[src/inc/fcs_regs.svh]
// Timing constants and option bit positions for the configuration sequencer.
// Assumes a 40 MHz ref_clk (25 ns period).
`ifndef FCS_REGS_SVH
`define FCS_REGS_SVH

`define FCS_CLK_PERIOD_NS 25
`define FCS_RECONFIG_MIN_NS 500
`define FCS_RECONFIG_MIN_CYC ((`FCS_RECONFIG_MIN_NS + `FCS_CLK_PERIOD_NS - 1) / `FCS_CLK_PERIOD_NS)
`define FCS_RESTART_TIMEOUT_US 230
`define FCS_RESTART_TIMEOUT_CYC ((`FCS_RESTART_TIMEOUT_US * 1000) / `FCS_CLK_PERIOD_NS)
`define FCS_INIT_CYCLES 3192
`define FCS_OPT_INIT_DONE_BIT 0
`define FCS_OPT_COMPRESSED_BIT 1
`define FCS_FIFO_DEPTH 8
`define FCS_FIFO_WIDTH 8

`endif

[src/inc/fcs_pkg.sv]
// Types shared by the configuration sequencer files.
// Assumes fcs_regs.svh is on the include path.
package fcs_pkg;
   typedef enum logic [1:0] {
      FCS_SCHEME_ACTIVE_SERIAL,
      FCS_SCHEME_PASSIVE_SERIAL,
      FCS_SCHEME_ACTIVE_PARALLEL,
      FCS_SCHEME_FAST_PARALLEL
   } fcs_scheme_e;

   typedef enum {
      FCS_ST_RESET,
      FCS_ST_WAIT_RELEASE,
      FCS_ST_CONFIG,
      FCS_ST_ERROR,
      FCS_ST_INIT,
      FCS_ST_USER
   } fcs_state_e;

   typedef logic [7:0] fcs_byte_t;
endpackage

[src/inc/fcs_stream_if.sv]
// Valid/ready byte stream between sequencer and its buffer.
// Assumes a single clock domain.
interface fcs_stream_if;
   logic valid;
   logic ready;
   logic [7:0] data;
   modport src (output valid, output data, input ready);
   modport snk (input valid, input data, output ready);
endinterface

[src/design/fcs_fifo.sv]
// Parameterised flip-flop FIFO with valid/ready on both sides.
// Assumes synchronous, already released active-low reset.
module fcs_fifo #(
   parameter int WIDTH = 8,
   parameter int DEPTH = 8
) (
   input wire logic clk,  // Clock
   input wire logic rst_n,  // Released reset
   fcs_stream_if.snk wr,  // Fill side
   fcs_stream_if.src rd  // Drain side
);
   localparam int AW = $clog2(DEPTH);
   logic [WIDTH-1:0] mem_ff [DEPTH];
   logic [AW-1:0] wp_ff, rp_ff;
   logic [AW:0] cnt_ff;
   wire full = (cnt_ff == (AW+1)'(DEPTH));
   wire empty = (cnt_ff == '0);
   wire do_wr = wr.valid && !full;
   wire do_rd = rd.ready && !empty;
   assign wr.ready = !full;
   assign rd.valid = !empty;
   assign rd.data = mem_ff[rp_ff];

   always_ff @(posedge clk or negedge rst_n) begin
      if (!rst_n) begin
         wp_ff <= '0;
         rp_ff <= '0;
         cnt_ff <= '0;
      end else begin
         if (do_wr) wp_ff <= (wp_ff == AW'(DEPTH-1)) ? '0 : wp_ff + 1'b1;
         if (do_rd) rp_ff <= (rp_ff == AW'(DEPTH-1)) ? '0 : rp_ff + 1'b1;
         cnt_ff <= cnt_ff + (AW+1)'(do_wr) - (AW+1)'(do_rd);
      end
   end

   genvar i;
   generate
      for (i = 0; i < DEPTH; i++) begin : g_mem
         always_ff @(posedge clk) begin
            if (do_wr && wp_ff == AW'(i)) mem_ff[i] <= wr.data;
         end
      end
   endgenerate
endmodule // fcs_fifo

[src/design/fcs_config_sequencer.sv]
// Configuration phase sequencer: reset, load, error/retry, init, user mode.
// Assumes all pins synchronous to ref_clk; bitstream arrives as bytes.
//
// Functional notes
// - While request low: reset, status and complete low, all I/O tri-stated.
// - Loading starts only after request high and status released.
// - Load error drives status low, complete stays low.
// - Auto-restart releases status within 230 us, then retries.
// - Default initialization clock is the internal oscillator.
// - With internal oscillator, start-up clock pin is ordinary user I/O.
// - With start-up clock option, init advances only on its edges.
// - Start-up clock affects the data load phase only as serial clock source on transceiver variant.
// - After complete goes high, count 3192 init clocks to user mode.
// - Init-done driven low after option bit loaded, released at user mode.
// - In user mode I/O follows design; weak pull-ups removed.
// - Chain enable out driven low once own data fully captured.
// - Last device chain enable out becomes user I/O after configuration.
// - Chained devices share request, status, complete, clock, data lines.
// - Both compressed and uncompressed bitstreams accepted.
// - Flash select doubles as parallel enable; command out as data bit 1.
// - Serial clock from start-up clock only on transceiver variant, 40 MHz.
// - Test-port configuration wins; active serial load terminated.
// - Active serial generates serial clock from internal oscillator.
`include "fcs_regs.svh"
module fcs_config_sequencer
   import fcs_pkg::*;
(
   input wire logic ref_clk,  // Internal oscillator, 40 MHz
   input wire logic resetn,  // Async reset, active low
   input wire logic reconfig_request_n,  // Reconfiguration request
   input wire logic config_status_n_in,  // Shared status line level
   output logic config_status_n_out,  // Status drive value
   output logic config_status_n_oe,  // Status drive enable
   input wire logic config_complete_in,  // Shared complete line level
   output logic config_complete_out,  // Complete drive value
   output logic config_complete_oe,  // Complete drive enable
   input wire logic [1:0] config_scheme_select,  // Scheme select straps
   input wire logic chain_enable_in_n,  // Chain enable from previous device
   output logic chain_enable_out_n,  // Chain enable to next device
   output logic chain_enable_out_oe,  // Chain enable drive enable
   input wire logic user_chain_out,  // User value for chain out pin
   input wire logic auto_restart_en,  // Auto-restart after error option
   input wire logic user_startup_clock_en,  // Start-up clock option
   input wire logic user_startup_clock,  // Start-up clock pin level
   output logic user_startup_clock_as_io,  // Pin free for user I/O
   input wire logic transceiver_variant,  // Transceiver-equipped variant
   input wire logic serial_config_clock_from_user_clock,  // Serial clock source select
   input wire logic test_port_config,  // Test-port configuration active
   output logic serial_config_clock,  // Generated serial clock
   output logic serial_flash_select_n,  // Flash select / parallel enable
   output logic serial_flash_command_out,  // Flash command / data bit 1
   input wire logic [7:0] bit_data,  // Bitstream byte
   input wire logic bit_valid,  // Bitstream byte valid
   output logic bit_ready,  // Bitstream byte ready
   input wire logic bit_last,  // Last byte of own bitstream
   input wire logic bit_error,  // Frame error with this byte
   output logic [7:0] cfg_data,  // Configuration byte to fabric
   output logic cfg_data_valid,  // Configuration byte valid
   input wire logic cfg_data_ready,  // Fabric accepts byte
   output logic init_done_n,  // Init-done drive low, active
   output logic init_done_oe,  // Init-done drive enable
   output logic io_tristate,  // All user I/O tri-stated
   output logic weak_pullup_en,  // Weak pull-ups on user I/O
   output logic user_mode,  // Device in user mode
   output logic compressed  // Bitstream flagged compressed
);
   // ***********************************************************
   // Reset release
   // ***********************************************************
   logic rst_s1_ff, rst_n;
   always_ff @(posedge ref_clk or negedge resetn) begin
      if (!resetn) begin
         rst_s1_ff <= 1'b0;
         rst_n <= 1'b0;
      end else begin
         rst_s1_ff <= 1'b1;
         rst_n <= rst_s1_ff;
      end
   end

   // ***********************************************************
   // Start-up clock edge detect
   // ***********************************************************
   logic usr_clk_d_ff;
   always_ff @(posedge ref_clk or negedge rst_n) begin
      if (!rst_n) usr_clk_d_ff <= 1'b0;
      else usr_clk_d_ff <= user_startup_clock;
   end
   wire usr_clk_rise = user_startup_clock && !usr_clk_d_ff;
   wire init_tick = user_startup_clock_en ? usr_clk_rise : 1'b1;
   assign user_startup_clock_as_io = !user_startup_clock_en;

   // ***********************************************************
   // Scheme decode
   // ***********************************************************
   fcs_scheme_e scheme;
   assign scheme = fcs_scheme_e'(config_scheme_select);
   wire is_as = (scheme == FCS_SCHEME_ACTIVE_SERIAL);
   wire is_par = (scheme == FCS_SCHEME_ACTIVE_PARALLEL) || (scheme == FCS_SCHEME_FAST_PARALLEL);
   wire as_abort = is_as && test_port_config;

   // ***********************************************************
   // Sequencer
   // ***********************************************************
   fcs_state_e state_ff, nxt_state;
   logic [13:0] cnt_ff, nxt_cnt;
   logic first_ff, nxt_first;
   logic init_opt_ff, nxt_init_opt;
   logic comp_ff, nxt_comp;
   logic captured_ff, nxt_captured;
   logic last_seen_ff, nxt_last_seen;

   fcs_stream_if in_s ();
   fcs_stream_if out_s ();

   wire req_low = !reconfig_request_n;
   wire own_turn = !chain_enable_in_n;
   wire accept = (state_ff == FCS_ST_CONFIG) && own_turn && bit_valid && in_s.ready;
   wire fifo_drained = !out_s.valid;

   always_comb begin
      nxt_state = state_ff;
      nxt_cnt = cnt_ff;
      nxt_first = first_ff;
      nxt_init_opt = init_opt_ff;
      nxt_comp = comp_ff;
      nxt_captured = captured_ff;
      nxt_last_seen = last_seen_ff;
      if (req_low) begin
         nxt_state = FCS_ST_RESET;
         nxt_cnt = '0;
      end else begin
         case (state_ff)
            FCS_ST_RESET: begin
               nxt_first = 1'b1;
               nxt_init_opt = 1'b0;
               nxt_comp = 1'b0;
               nxt_captured = 1'b0;
               nxt_last_seen = 1'b0;
               nxt_state = FCS_ST_WAIT_RELEASE;
            end
            FCS_ST_WAIT_RELEASE: begin
               if (config_status_n_in) nxt_state = FCS_ST_CONFIG;
            end
            FCS_ST_CONFIG: begin
               if (as_abort) begin
                  nxt_state = FCS_ST_RESET;
               end else if (accept && bit_error) begin
                  nxt_state = FCS_ST_ERROR;
                  nxt_cnt = '0;
               end else begin
                  if (accept) begin
                     nxt_first = 1'b0;
                     if (first_ff) begin
                        nxt_init_opt = bit_data[`FCS_OPT_INIT_DONE_BIT];
                        nxt_comp = bit_data[`FCS_OPT_COMPRESSED_BIT];
                     end
                     if (bit_last) begin
                        nxt_last_seen = 1'b1;
                        nxt_captured = 1'b1;
                     end
                  end
                  if (last_seen_ff && fifo_drained && config_complete_in) begin
                     nxt_state = FCS_ST_INIT;
                     nxt_cnt = '0;
                  end
               end
            end
            FCS_ST_ERROR: begin
               if (auto_restart_en) begin
                  nxt_cnt = cnt_ff + 14'h0001;
                  if (cnt_ff == 14'(`FCS_RESTART_TIMEOUT_CYC - 1)) begin
                     nxt_state = FCS_ST_RESET;
                  end
               end
            end
            FCS_ST_INIT: begin
               if (init_tick) begin
                  nxt_cnt = cnt_ff + 14'h0001;
                  if (cnt_ff == 14'(`FCS_INIT_CYCLES - 1)) nxt_state = FCS_ST_USER;
               end
            end
            FCS_ST_USER: begin
               nxt_state = FCS_ST_USER;
            end
            default: nxt_state = FCS_ST_RESET;
         endcase
      end
   end

   always_ff @(posedge ref_clk or negedge rst_n) begin
      if (!rst_n) begin
         state_ff <= FCS_ST_RESET;
         cnt_ff <= '0;
         first_ff <= 1'b1;
         init_opt_ff <= 1'b0;
         comp_ff <= 1'b0;
         captured_ff <= 1'b0;
         last_seen_ff <= 1'b0;
      end else begin
         state_ff <= nxt_state;
         cnt_ff <= nxt_cnt;
         first_ff <= nxt_first;
         init_opt_ff <= nxt_init_opt;
         comp_ff <= nxt_comp;
         captured_ff <= nxt_captured;
         last_seen_ff <= nxt_last_seen;
      end
   end

   // ***********************************************************
   // Bitstream buffer
   // ***********************************************************
   assign in_s.valid = accept && !bit_error;
   assign in_s.data = bit_data;
   assign bit_ready = (state_ff == FCS_ST_CONFIG) && own_turn && in_s.ready;
   assign out_s.ready = cfg_data_ready;

   fcs_fifo #(
      .WIDTH(`FCS_FIFO_WIDTH),
      .DEPTH(`FCS_FIFO_DEPTH)
   ) u_fifo (
      .clk(ref_clk),
      .rst_n(rst_n),
      .wr(in_s),
      .rd(out_s)
   );

   logic [7:0] cfg_data_ff;
   always_ff @(posedge ref_clk or negedge rst_n) begin
      if (!rst_n) cfg_data_ff <= 8'h00;
      else if (out_s.valid && cfg_data_ready) cfg_data_ff <= out_s.data;
   end
   assign cfg_data = cfg_data_ff;
   assign cfg_data_valid = out_s.valid;

   // ***********************************************************
   // Pin drive
   // ***********************************************************
   wire in_reset = req_low || (state_ff == FCS_ST_RESET);
   wire in_error = (state_ff == FCS_ST_ERROR);
   wire done_ok = (state_ff == FCS_ST_INIT) || (state_ff == FCS_ST_USER);
   assign config_status_n_out = 1'b0;
   assign config_status_n_oe = in_reset || in_error;
   assign config_complete_out = 1'b0;
   // Released only once own data is in; line goes high when whole chain is done
   assign config_complete_oe = in_reset || (!(last_seen_ff && fifo_drained) && !done_ok);
   assign user_mode = (state_ff == FCS_ST_USER);
   assign io_tristate = !user_mode;
   assign weak_pullup_en = !user_mode && !req_low;
   assign init_done_n = 1'b0;
   assign init_done_oe = init_opt_ff && !first_ff && !user_mode && !in_reset;
   assign chain_enable_out_n = user_mode ? user_chain_out : !captured_ff;
   assign chain_enable_out_oe = !in_reset;
   assign compressed = comp_ff;

   // ***********************************************************
   // Serial clock and flash pins
   // ***********************************************************
   logic serial_config_clock_ff;
   wire loading = (state_ff == FCS_ST_CONFIG) && own_turn && !as_abort;
   wire use_usr = transceiver_variant && serial_config_clock_from_user_clock;
   always_ff @(posedge ref_clk or negedge rst_n) begin
      if (!rst_n) serial_config_clock_ff <= 1'b0;
      else serial_config_clock_ff <= loading && is_as && !serial_config_clock_ff;
   end
   assign serial_config_clock = use_usr ? (loading && is_as && user_startup_clock) : serial_config_clock_ff;
   assign serial_flash_select_n = !(loading && (is_as || is_par));
   assign serial_flash_command_out = is_par ? bit_data[1] : 1'b0;
endmodule // fcs_config_sequencer

[config.mk]
export PLATFORM = sky130hd
export DESIGN_NAME = fcs_config_sequencer
export DESIGN_NICKNAME = d
export VERILOG_FILES = /design/src/inc/fcs_pkg.sv /design/src/inc/fcs_stream_if.sv /design/src/design/fcs_fifo.sv /design/src/design/fcs_config_sequencer.sv
export VERILOG_INCLUDE_DIRS = /design/src /design/src/inc
export SDC_FILE = /design/constraint.sdc
export NUM_CORES = 1
export LEC_CHECK = 0
export BUFFER_PORTS_ARGS = -buffer_cell sky130_fd_sc_hd__buf_2
export CAP_MARGIN = 5
export CORE_MARGIN = 10
export CORE_UTILIZATION = 35
export CTS_CLUSTER_DIAMETER = 40
export DETAILED_ROUTE_END_ITERATION = 8
export GPL_TIMING_DRIVEN = 0
export SLEW_MARGIN = 20
export SYNTH_ARGS = -nofsm -noshare
export SYNTH_HDL_FRONTEND = slang
export SYNTH_SLANG_ARGS = --single-unit
export TNS_END_PERCENT = 10
[constraint.sdc]
create_clock -name ref_clk -period 2.4 [get_ports ref_clk]
set_clock_uncertainty 0.1 [all_clocks]
set_input_delay 0.24 -clock ref_clk [delete_from_list [all_inputs] [get_ports ref_clk]]
set_output_delay 0.24 -clock ref_clk [all_outputs]
set_load 0.03 [all_outputs]
Word level (Yosys, flattened, before mapping)
Memory sizes are Yosys's and may differ from the RTL's. A register that Yosys moved wholly into a read port is not among the register bits.
Index checks and enable logic that the tools add are counted.
- word-level logic and storage cells: 206
- bits in writable memories: 64
- memories kept: 1
- register bits: 64
- output and inout port bits: 26
- input bits: 27
- add/subtract/negate cells: 5
- muxes and demuxes: 79
- reduce and logical (&&, ||, !) cells: 72
- equal/unequal tests: 36
- memories (name ; words ; width ; rd ports ; clocked after memory_dff ; write ports ; line ; RTL):
    u_fifo.mem_ff ; 8 ; 8 ; 1 ; 1 ; 1 ; fcs_fifo.sv:13 ; logic [WIDTH-1:0] mem_ff [DEPTH];
- operator list (operator ; number):
    $mux W32 ; 9
    $pmux W32 S6 ; 1
    $eq A32 B3 Y1 const B ; 4
    $mux W14 ; 6
    $eq A32 B2 Y1 const B ; 2
    $eq A32 B4 Y1 const B ; 2
    $logic_not A32 Y1 ; 2
    $mux W8 ; 7
    $reduce_or A8 Y1 ; 7
    $mux W1 ; 42
    $pmux W14 S3 ; 1
    $eq A32 B1 Y1 const B ; 1
    $logic_and A1 B1 Y1 ; 31
    $mux W3 ; 9
    $ne A3 B3 Y1 const B ; 6
    $reduce_and A6 Y1 ; 3
    $logic_not A1 Y1 ; 17
    $eq A3 B3 Y1 const B ; 5
    $add A14 B1 Y14 const B ; 1
    $eq A14 B12 Y1 const B ; 1
    $eq A14 B14 Y1 const B ; 1
    $ne A2 B2 Y1 const B ; 5
    $reduce_and A5 Y1 ; 2
    $pmux W1 S2 ; 4
    15 further kinds ; 23

Logic depth before layout (Yosys ltp)
Gate-level depths: netlist of the first run.
- word-level depth: 17
- depth in mapped cells: 13
- depth with buffers taken out: 12

Cells and area by module
From an unflattened synthesis of the first run, not the netlist that was laid out.
- cell total of the unflattened synthesis: 361
- area, all modules: 5051.1 um^2
- by module, submodules not included (module ; area an instance (um^2) ; instances ; cells each):
    fcs_fifo ; 3169.3 ; 1 ; 155
    fcs_config_sequencer ; 1881.8 ; 1 ; 206

Worst setup path after synthesis of the first run
No wires, ideal clock.
- kind: register to register
- start point: reg u_fifo.cnt_ff[2]
- end point: reg u_fifo.cnt_ff[2]
- setup slack: -276 ps
- buffers on the path: 1
- period minus slack after synthesis: 2676 ps
- cell stages (with the launch flop): 14
- library setup time: 123 ps
- data arrival time: 2453 ps
- data required time: 2177 ps
- path through: dfrtp_1 -> inv_1 -> ha_1 -> nor3b_2 -> inv_1 -> nand2_1 -> clkbuf_1 -> inv_1 -> ha_1 -> inv_1 -> ha_1 -> inv_1 -> fa_1 -> xnor2_1
- elaborated cells on any way between the ends: 10
- classes of those cells: 2 x add/sub; 1 x eq/ne; 7 x reduce/logical
- RTL lines (what ; line ; RTL):
    start, declared ; fcs_fifo.sv:15 ; logic [AW:0] cnt_ff;
    start signal, assigned ; fcs_fifo.sv:32 ; cnt_ff <= cnt_ff + (AW+1)'(do_wr) - (AW+1)'(do_rd);
    $logic_not A4 Y1 ; fcs_fifo.sv:17 ; wire empty = (cnt_ff == '0);
    $logic_not A1 Y1 ; -- ;
    net cfg_data_valid ; fcs_config_sequencer.sv:58 ; output logic cfg_data_valid,
    $logic_and A1 B1 Y1 ; fcs_fifo.sv:19 ; wire do_rd = rd.ready && !empty;
    net u_fifo.do_rd ; fcs_fifo.sv:19 ;
    $sub A4 B1 Y4 ; fcs_fifo.sv:32 ;
The timed path passes the listed nets, and every way through them passes these cells.
A chain may end at the register's enable or synchronous reset.

Final worst setup path of the first run
- start point: reg state_ff[1]
- end point: out serial_config_clock
- word-level cells in the longest chain between the ends: 6
- RTL lines (what ; line ; RTL):
    start, declared ; fcs_config_sequencer.sv:105 ; fcs_state_e state_ff, nxt_state;
    start signal, assigned ; fcs_config_sequencer.sv:201 ; state_ff <= nxt_state;
    $eq A32 B3 Y1 ; fcs_config_sequencer.sv:261 ; wire loading = (state_ff == FCS_ST_CONFIG) && own_turn && !as_abort;
    $logic_and A1 B1 Y1 (2 in series) ; fcs_config_sequencer.sv:261 ;
    $logic_and A1 B1 Y1 (2 in series) ; fcs_config_sequencer.sv:267 ; assign serial_config_clock = use_usr ? (loading && is_as && user_startup_clock) : serial_config_clock_ff;
    $mux W1 ; fcs_config_sequencer.sv:267 ;
    end, declared ; fcs_config_sequencer.sv:49 ; output logic serial_config_clock,
Every way passes these cells.

==> results of run 1 <==
per-stage QoR:
stage / hold slack, ns / utilization (%) / TNS (ns) / cells / power, mW
global placement: -0.0736 / 39.7 / -16.27 / 615 / 3.89
detailed placement: -0.0707 / 39.9 / -16.54 / 616 / 3.94
floorplan: -0.156 / - / 0 / 387 / 3.49
finish: 0.0492 / 44.2 / 0 / 645 / 5.63
global route: 0.0565 / 44.2 / -0.287 / 645 / 5.97
CTS: 0.0457 / 42.9 / -0.157 / 639 / 5.56
power by group through the flow:
stage / logic, mW / registers [mW] / clock network [mW]
finish: 1.77 / 2.29 / 1.58
global route: 1.96 / 2.32 / 1.69
CTS: 1.67 / 2.28 / 1.61
detailed placement: 1.63 / 2.31 / 0
global placement: 1.58 / 2.31 / 0
floorplan: 1.06 / 2.43 / 0
registers in the layout (all words and copies together), names as in the netlist, 3 cells and up:
name and flops:
cnt_ff 14, u_fifo.cnt_ff 4, u_fifo.mem_ff 64, state_ff 3, u_fifo.rp_ff 3, cfg_data 8, u_fifo.wp_ff 3
worst reg2reg max path, cell delays in order (launching register included):
cell     delay, ns
dfrtp_1       0.41
ha_4          0.17
nor3b_4       0.16
nor4b_4       0.34
nand3_2       0.16
inv_2         0.12
buf_8         0.12
ha_4          0.13
inv_2         0.04
fa_2          0.53
inv_2         0.03
final timing paths:
check,start,end,cells after the start
worst min register to register,rst_n$_DFF_PN0_,last_seen_ff$_DFFE_PN0P_,0
max in group asynchronous,rst_n$_DFF_PN0_,cnt_ff[10]$_DFFE_PN0P_,1
worst min-delay path,bit_last,last_seen_ff$_DFFE_PN0P_,3
worst max register to register,u_fifo.cnt_ff[3]$_DFF_PN0_,u_fifo.cnt_ff[1]$_DFF_PN0_,10
min in group asynchronous,resetn,rst_s1_ff$_DFF_PN0_,2
worst max-delay path,state_ff[1]$_DFFE_PN0P_,serial_config_clock,5
repair_timing:
item,4_1_cts,5_1_grt
hold buffers,2,0
pin swaps,2,12
cloned,0,1
setup endpoints to repair,68,69
endpoints found under the hold margin,3,0
setup buffers,5,6
resized for setup,16,31
cell families (layout without fill, tap and decap cells):
| logic type | Yosys count | after routing | synth area share, % |
|---|---|---|---|
| and+or+nand+nor | 119 | 119 | 13.2 |
| AOI/OAI and AO/OA | 69 | 69 | 10.0 |
| xor gates and xnor gates | 2 | 2 | 0.345 |
| other | 2 | 4 | 0.148 |
| muxes | 27 | 27 | 9.34 |
| adders and majority gates | 16 | 16 | 4.09 |
| DFF | 107 | 107 | 59.1 |
| buffers and inverters | 43 | 121 | 3.75 |
layer usage:
metal | GRT usage [%] | part of all wire, %
met1 | 14.4 | 41
met2 | 20.0 | 52
met3 | 3.04 | 5.8
met4 | 3.97 | 1.6
met5 | 0 | 0
area by class of cell:
| class | instances | share of cell area (%) |
|---|---|---|
| multi-input combinational | 237 | 33.1 |
| inverter | 20 | 1.21 |
| timing repair buffer | 63 | 6.35 |
| tap | 180 | 3.63 |
| buffer | 22 | 2.14 |
| clock inverter | 7 | 1.61 |
| clock buffer | 9 | 3.63 |
| sequential | 107 | 48.3 |
cell usage after synthesis, types with 5 or more instances:
library cell  count  area (µm²)
mux2i_1           8        80.1
buf_2             5        25.0
o21ai_0          18        90.1
nor4_1            5        31.3
a31oi_1           5        31.3
nor3_1            6        30.0
nor2_1           22        82.6
a21oi_1           8        40.0
nand2_1          24        90.1
dfrtp_1          42        1050
nand3_1          11        55.1
edfxtp_1         64        1920
clkbuf_1         12        45.0
mux4_2           16         360
inv_1            20        75.1
o311ai_0          9        78.8
nor2b_1           6        37.5
nand3b_1          6        45.0
and3_1           11        68.8
ha_1             15         188
==> impl_metrics.tcl, run 1 <==
set metrics [dict create \
    slew-limit-headroom_pct 45.1 \
    area_growth_pct 22.3 \
    clockPowerShare_pct 28.0 \
    switchingPower_mw 1.88 \
    drt-pass1-iter-count 7 \
    io_pins 53 \
    p_leak_nw 2.44 \
    netSwitchingFraction_pct 33.4 \
    yosys_warnings 0 \
    cts-root-buf "clkbuf_16" \
    fin_crit_sh_pct 99.9 \
    netlist_area_mm2 0.00508 \
    synth_area_per_cell_um2 13.2 \
    gp_congestion 0.882 \
    crit_slowest_cell "dfrtp_1" \
    wirelength_um 12000 \
    place_area_mm2 0.00560 \
    multi_input_area_mm2 0.00206 \
    cpLargestDelayFamily "simple AND/OR/NAND/NOR gates" \
    async_flop_share_pct 40.2 \
    grt_max_degree 28 \
    status "finished, final reports clean" \
    place_ws_ns -0.325 \
    layout_common_cells "edfxtp_1, buf_2, dfrtp_1, nand2_1, nor2_1" \
    port_buffers 48 \
    via_per_inst 5.47 \
    critPathLaunchType "register" \
    p_comb_share_pct 31.4 \
    grtUsageTotal_pct 11.9 \
    cts_max_path_buffers 2 \
    reg2reg_slack_ns 0.02 \
    crit_buf_inv 1 \
    path_clk_slew_ns 0.07 \
    min_path_type "input port to register" \
    n_antenna_cell 0 \
    max-vdd-ir-drop_mv 0.467 \
    htree_levels 3 \
    critPathMaxFanout 8 \
    path_cells "or3b_4 -> nor2_1 -> nand3b_1 -> o31ai_1 -> buf_4" \
    cp_data_arrival_time_ns 2.06 \
    cap_viol_max_count 0 \
    synthFlopType "edfxtp_1" \
    die_w_um 140 \
    antenna_left 0 \
    drv_slew 0 \
    wl_per_cell_um 18.5 \
    final_common_cell "edfxtp_1" \
    start_util_pct 36.2 \
    max_slew.worst_pin.slew_ns 0.824 \
    cts_sinks 107 \
    die_area_mm2 0.0197 \
    finalSetupViolCount 0 \
    grt_pass1_wl_um 18900 \
    syn-instance-count 385 \
    yosysSeqAreaShare_pct 59.1 \
    drtIter0Drc 273 \
    dp_hpwl_um 8100 \
    die_h_um 140 \
    power.density_mw_per_mm2 907 \
    fin_area_mm2 0.00621 \
    cts_buffers 9 \
    grt_pass1_vias 3500 \
    cts_tree "built" \
    antenna_found_initial 0 \
    seq_area_mm2 0.00300 \
    layout.nets 503 \
    drc 0 \
    crit_path_end_kind "output pin" \
    n_fill_cell 1281 \
    grt_overflow_total 0 \
    p_seq_share_pct 40.6 \
    min_period_ns 2.40 \
    drive_gt1_share_pct 32.3 \
    rsz0062_at_grt "yes" \
    slowest_delay_ns 0.49 \
    fp-row-count 43 \
    p_int_mw 3.75 \
    critPathRequiredTime_ns 2.06 \
    synth_edf_count 64 \
    synth.distinct_cells 59 \
    hold_viol 0 \
    fmax_ghz 0.417 \
    fin_ws_ns 0.00309 \
    worstSkewPairLatency_ns 0.35 \
    synth-seq-cells 107 \
    core_mm2 0.0140 \
    path_class "register to output pin" \
    vias 3529 \
]
(Power assumes the default switching activity.)
==> inputs of run 2 (changes only) <==
- CELL_PAD_IN_SITES_DETAIL_PLACEMENT: default -> 1
- CELL_PAD_IN_SITES_GLOBAL_PLACEMENT: default -> 1
- PLACE_DENSITY_LB_ADDON: default -> 0.1
==> impl_metrics.tcl, run 2 (synthesis gave the netlist of run 1 again) <==
set metrics [dict create \
    status "finished, final reports clean" \
    path_class "register to register" \
    largest_reg_flops 64 \
    n_fill_cell 1461 \
    n_antenna_cell 0 \
    cts_buffers 9 \
    min_period_ns 2.39 \
    drv_slew 0 \
    multi_input_area_mm2 0.00204 \
    p_leak_nw 2.40 \
    fp-row-count 43 \
    critPathRequiredTime_ns 2.55 \
    max_slew.worst_pin.slew_ns 0.783 \
    worstSkewPairLatency_ns 0.35 \
    die_area_mm2 0.0197 \
    startpoint "u_fifo.cnt_ff[2]$_DFF_PN0_" \
    grt_pass1_wl_um 20900 \
    final_common_cell "edfxtp_1" \
    fin_crit_sh_pct 99.7 \
    critPathLaunchType "register" \
    fin_cells 645 \
    cts_sinks 107 \
    antenna_found_initial 0 \
    vias 3404 \
    grtUsageTotal_pct 13.4 \
    port_buffers 48 \
    die_h_um 140 \
    r2r_start "u_fifo.cnt_ff[2]$_DFF_PN0_" \
    regMostFlops "u_fifo.mem_ff" \
    wl_per_cell_um 20.5 \
    finalSetupViolCount 0 \
    htree_levels 3 \
    gp_congestion 0.775 \
    cap_viol_max_count 0 \
    start_util_pct 36.2 \
    power.density_mw_per_mm2 898 \
    grt_use_met2_pct 22.6 \
    drtIter0Drc 185 \
    critPathMaxFanout 3 \
    dpl.cell_count 616 \
    core_mm2 0.0140 \
    cts_tree "built" \
    wirelength_um 13200 \
    cp_data_arrival_time_ns 2.55 \
    path_clk_slew_ns 0.07 \
    dp_hpwl_um 9210 \
    finalPower_mw 5.55 \
    drt-pass1-iter-count 6 \
    antenna_left 0 \
    max-vdd-ir-drop_mv 0.527 \
    globalRouteMet1Util_pct 16.8 \
    hold_viol 0 \
    drive_gt1_share_pct 32.0 \
    layout_common_cells "edfxtp_1, buf_2, dfrtp_1, nand2_1, nor2_1" \
    area_growth_pct 21.7 \
    grt_overflow_total 0 \
    rsz0062_at_grt "yes" \
    via_per_inst 5.28 \
    grt_pass1_vias 3739 \
    hp-start "bit_data[7]" \
    cts_max_path_buffers 2 \
    die_w_um 140 \
    grt_max_degree 28 \
    io_pins 53 \
    busiest_layer "met2" \
    layout.nets 503 \
    crit_path_end_kind "register" \
    grtUsageMet3_pct 3.55 \
    min_path_type "input port to register" \
    fmax_ghz 0.418 \
    seq_area_mm2 0.00300 \
    slew-limit-headroom_pct 47.8 \
    drc 0 \
    cts-root-buf "clkbuf_16" \
]
[run 2: cell types whose count changed in the layout (fill, tap and decap cells not counted), sizes merged]
| cell | previous run | this run |
|---|---|---|
| clkbuf | 20 | 23 |
| clkinvlp | 0 | 2 |
| buf | 72 | 70 |
| clkinv | 1 | 3 |
| inv | 25 | 20 |
[run 2: final cells by class]
cell class / count / share of cell area [%]
sequential: 107 / 48.6
multi-input combinational: 237 / 33.0
timing repair buffer: 62 / 6.40
clock buffer: 10 / 3.71
tap: 180 / 3.64
buffer: 23 / 2.57
inverter: 20 / 1.21
clock inverter: 6 / 0.911
[run 2: stage by stage]
step	area (µm²)	hold WS (ns)	setup TNS [ns]	utilization (%)	worst slack (ns)
3_3_place_gp	5580	-0.0760	-17.59	39.7	-0.322
2_1_floorplan	5110	-0.156	0	-	0.00439
5_1_grt	6180	0.0698	-3.03	44.0	-0.0850
4_1_cts	6050	0.0594	-0.0492	43.1	-0.0492
6_report	6180	0.0722	0	44.0	0.00779
3_5_place_dp	5600	-0.0744	-21.74	39.9	-0.375
[run 2: timing repair]
item	4_1_cts	5_1_grt
hold buffers	2	0
cloned	0	1
hold endpoints to repair	3	0
pin swaps	4	12
endpoints found under the setup margin	69	80
gates resized for setup	25	25
buffers inserted	8	2
[run 2: worst max-delay path, cell delays in order, from the launching register on]
cell and delay, ns:
dfrtp_1 0.38, inv_2 0.11, ha_4 0.13, nor3b_4 0.25, inv_2 0.08, nand2_4 0.08, clkbuf_16 0.13, inv_2 0.04
ha_4 0.20, inv_2 0.06, ha_4 0.13, inv_2 0.04, fa_2 0.53, inv_2 0.03
[run 2: where the power goes]
| part | switching [mW] | internal (mW) | total, mW |
|---|---|---|---|
| Sequential | 0.163 | 2.14 | 2.30 |
| Combinational | 1.01 | 0.786 | 1.79 |
| Clock | 0.663 | 0.800 | 1.46 |
| Total | 1.83 | 3.72 | 5.55 |
[run 2: worst paths after layout]
kind	endpoint	slack [ns]	cells after the start
worst max-delay path	u_fifo.cnt_ff[1]$_DFF_PN0_	0.008	13
worst min-delay path	u_fifo.mem_ff[0][7]$_DFFE_PP_	0.07	1
worst max register to register	u_fifo.cnt_ff[1]$_DFF_PN0_	0.008	13
worst min register to register	u_fifo.cnt_ff[0]$_DFF_PN0_	0.09	0
max in group asynchronous	cfg_data[4]$_DFFE_PN0P_	1.61	1
min in group asynchronous	u_fifo.cnt_ff[0]$_DFF_PN0_	0.09	0
[run 2: routing by layer]
layer	up-vias	wire length (µm)
li1	1618	-
met5	-	0
met3	6	410
met2	38	6630
met1	1742	6060
met4	0	115
==> inputs of run 3 (changes only) <==
==> constraint.sdc (replaced) <==
create_clock -name ref_clk -period 2.4 [get_ports ref_clk]
set_clock_uncertainty 0.1 [all_clocks]
set_input_delay 0.48 -clock ref_clk [delete_from_list [all_inputs] [get_ports ref_clk]]
set_output_delay 0.48 -clock ref_clk [all_outputs]
set_load 0.03 [all_outputs]
==> impl_metrics.tcl, run 3 (synthesis gave the netlist of run 1 again) <==
set metrics [dict create \
    holdWs_ns 0.142 \
    worstHoldPathCells 1 \
    cts_buffers 9 \
    max_slew.worst_pin.slew_ns 0.792 \
    htree_levels 3 \
    layout_common_cells "edfxtp_1, buf_2, dfrtp_1, nand2_1, buf_4" \
    crit_path_end_kind "output pin" \
    io_pins 53 \
    rsz0062_at_grt "yes" \
    cts_max_path_buffers 2 \
    r2r_start "u_fifo.cnt_ff[3]$_DFF_PN0_" \
    worstSkewPairLatency_ns 0.35 \
    cap_viol_max_count 0 \
    grtUsageTotal_pct 13.9 \
    grt_max_degree 25 \
    hp-start "user_startup_clock" \
    wl_per_cell_um 20.6 \
    max-vdd-ir-drop_mv 0.450 \
    via_per_inst 5.38 \
    switchingPower_mw 1.81 \
    drc 0 \
    dr_wl_met3_um 463 \
    top_layer "met4" \
    power.density_mw_per_mm2 900 \
    critPathMaxFanout 5 \
    gp_congestion 0.791 \
    cts_tree "built" \
    reg2reg_slack_ns 0.02 \
    grt_pass1_wl_um 21400 \
    drive_gt1_share_pct 33.6 \
    drv_slew 0 \
    netSwitchingFraction_pct 32.7 \
    fin_util_pct 43.9 \
    path_clk_slew_ns 0.07 \
    antenna_found_initial 0 \
    clockPowerShare_pct 27.0 \
    fmax_ghz 0.417 \
    die_w_um 140 \
    cts-root-buf "clkbuf_16" \
    n_antenna_cell 0 \
    layout.nets 505 \
    p_comb_share_pct 31.6 \
    cp_data_arrival_time_ns 1.82 \
    hold_viol 0 \
    finalPower_mw 5.55 \
    rr_worst_depth 13 \
    fp-row-count 43 \
    p_leak_nw 2.43 \
    status "finished, final reports clean" \
    start_util_pct 36.2 \
    port_buffers 48 \
    regMostFlops "u_fifo.mem_ff" \
    wirelength_um 13300 \
    drt-pass1-iter-count 4 \
    finalSetupViolCount 0 \
    drtIter0Drc 174 \
    p_int_mw 3.73 \
    wl_met2_um 6630 \
    core_mm2 0.0140 \
    die_area_mm2 0.0197 \
    final_common_cell "edfxtp_1" \
    min_period_ns 2.40 \
    fin_crit_sh_pct 99.9 \
    min_path_type "input port to register" \
    die_h_um 140 \
    slew-limit-headroom_pct 47.2 \
    antenna_left 0 \
    area_growth_pct 21.3 \
    critPathLaunchType "register" \
    p_seq_share_pct 41.4 \
    cts_sinks 107 \
    dp_hpwl_um 9250 \
    hold-path-endpoint "usr_clk_d_ff$_DFF_PN0_" \
    path_class "register to output pin" \
    met1Wirelength_um 6070 \
    vias 3479 \
    r2r-end "u_fifo.cnt_ff[1]$_DFF_PN0_" \
    critPathRequiredTime_ns 1.82 \
    grt_pass1_vias 3780 \
    grt_overflow_total 0 \
    largest_reg_flops 64 \
]
run 3: through the flow:
| stage | worst slack [ns] | area, µm² | instances | setup TNS [ns] |
|---|---|---|---|---|
| after floorplan | -0.0810 | 5090 | 387 | -0.279 |
| after global placement | -0.476 | 5560 | 615 | -25.71 |
| after detailed placement | -0.530 | 5590 | 616 | -27.21 |
| after CTS | -0.126 | 6020 | 639 | -0.499 |
| after global routing | -0.117 | 6160 | 647 | -0.517 |
| final | 0.00139 | 6160 | 647 | 0 |
run 3: power by group through the flow:
stage | combinational [mW] | clock (mW) | sequential [mW]
2_1_floorplan | 1.05 | 0 | 2.43
3_3_place_gp | 1.60 | 0 | 2.33
3_5_place_dp | 1.65 | 0 | 2.33
4_1_cts | 1.71 | 1.55 | 2.30
5_1_grt | 1.97 | 1.62 | 2.32
6_report | 1.76 | 1.50 | 2.29
run 3: critical path: stages, from the launching register on:
cell	delay, ns
dfrtp_2	0.44
or3b_4	0.44
nor2_4	0.09
nand3b_1	0.11
o31ai_2	0.19
buf_4	0.20
run 3: layer usage:
metal	track usage (%)	vias to the layer above
met2	22.7	50
met3	3.62	11
li1	-	1620
met5	0	-
met1	17.8	1798
met4	3.42	0
run 3: final cells by class:
| type | instances | area, µm² |
|---|---|---|
| buffer | 23 | 153 |
| clock buffer | 12 | 246 |
| clock inverter | 4 | 51.3 |
| fill | 1475 | 7880 |
| inverter | 20 | 75.1 |
| multi-input combinational | 237 | 2020 |
| sequential | 107 | 3000 |
| tap | 180 | 225 |
| timing repair buffer | 64 | 388 |
run 3: what timing repair did:
item,CTS,global route
setup endpoints to repair,77,77
endpoints found under the hold margin,2,0
pin swaps,4,8
setup buffers,6,8
resized for setup,31,23
gates cloned,0,0
hold buffers,1,0
run 3: worst max path at each step:
stage	endpoint	startpoint	cells after the start	slack [ns]
2_1_floorplan	serial_config_clock	state_ff[2]$_DFFE_PN0P_	4	-0.08
5_1_grt	u_fifo.cnt_ff[1]$_DFF_PN0_	u_fifo.cnt_ff[2]$_DFF_PN0_	12	-0.12
4_1_cts	u_fifo.cnt_ff[1]$_DFF_PN0_	u_fifo.cnt_ff[2]$_DFF_PN0_	11	-0.13
6_report	serial_config_clock	state_ff[2]$_DFFE_PN0P_	5	0.001
3_5_place_dp	u_fifo.mem_ff[1][7]$_DFFE_PP_	u_fifo.cnt_ff[2]$_DFF_PN0_	8	-0.53
3_3_place_gp	u_fifo.mem_ff[2][7]$_DFFE_PP_	u_fifo.cnt_ff[2]$_DFF_PN0_	8	-0.48
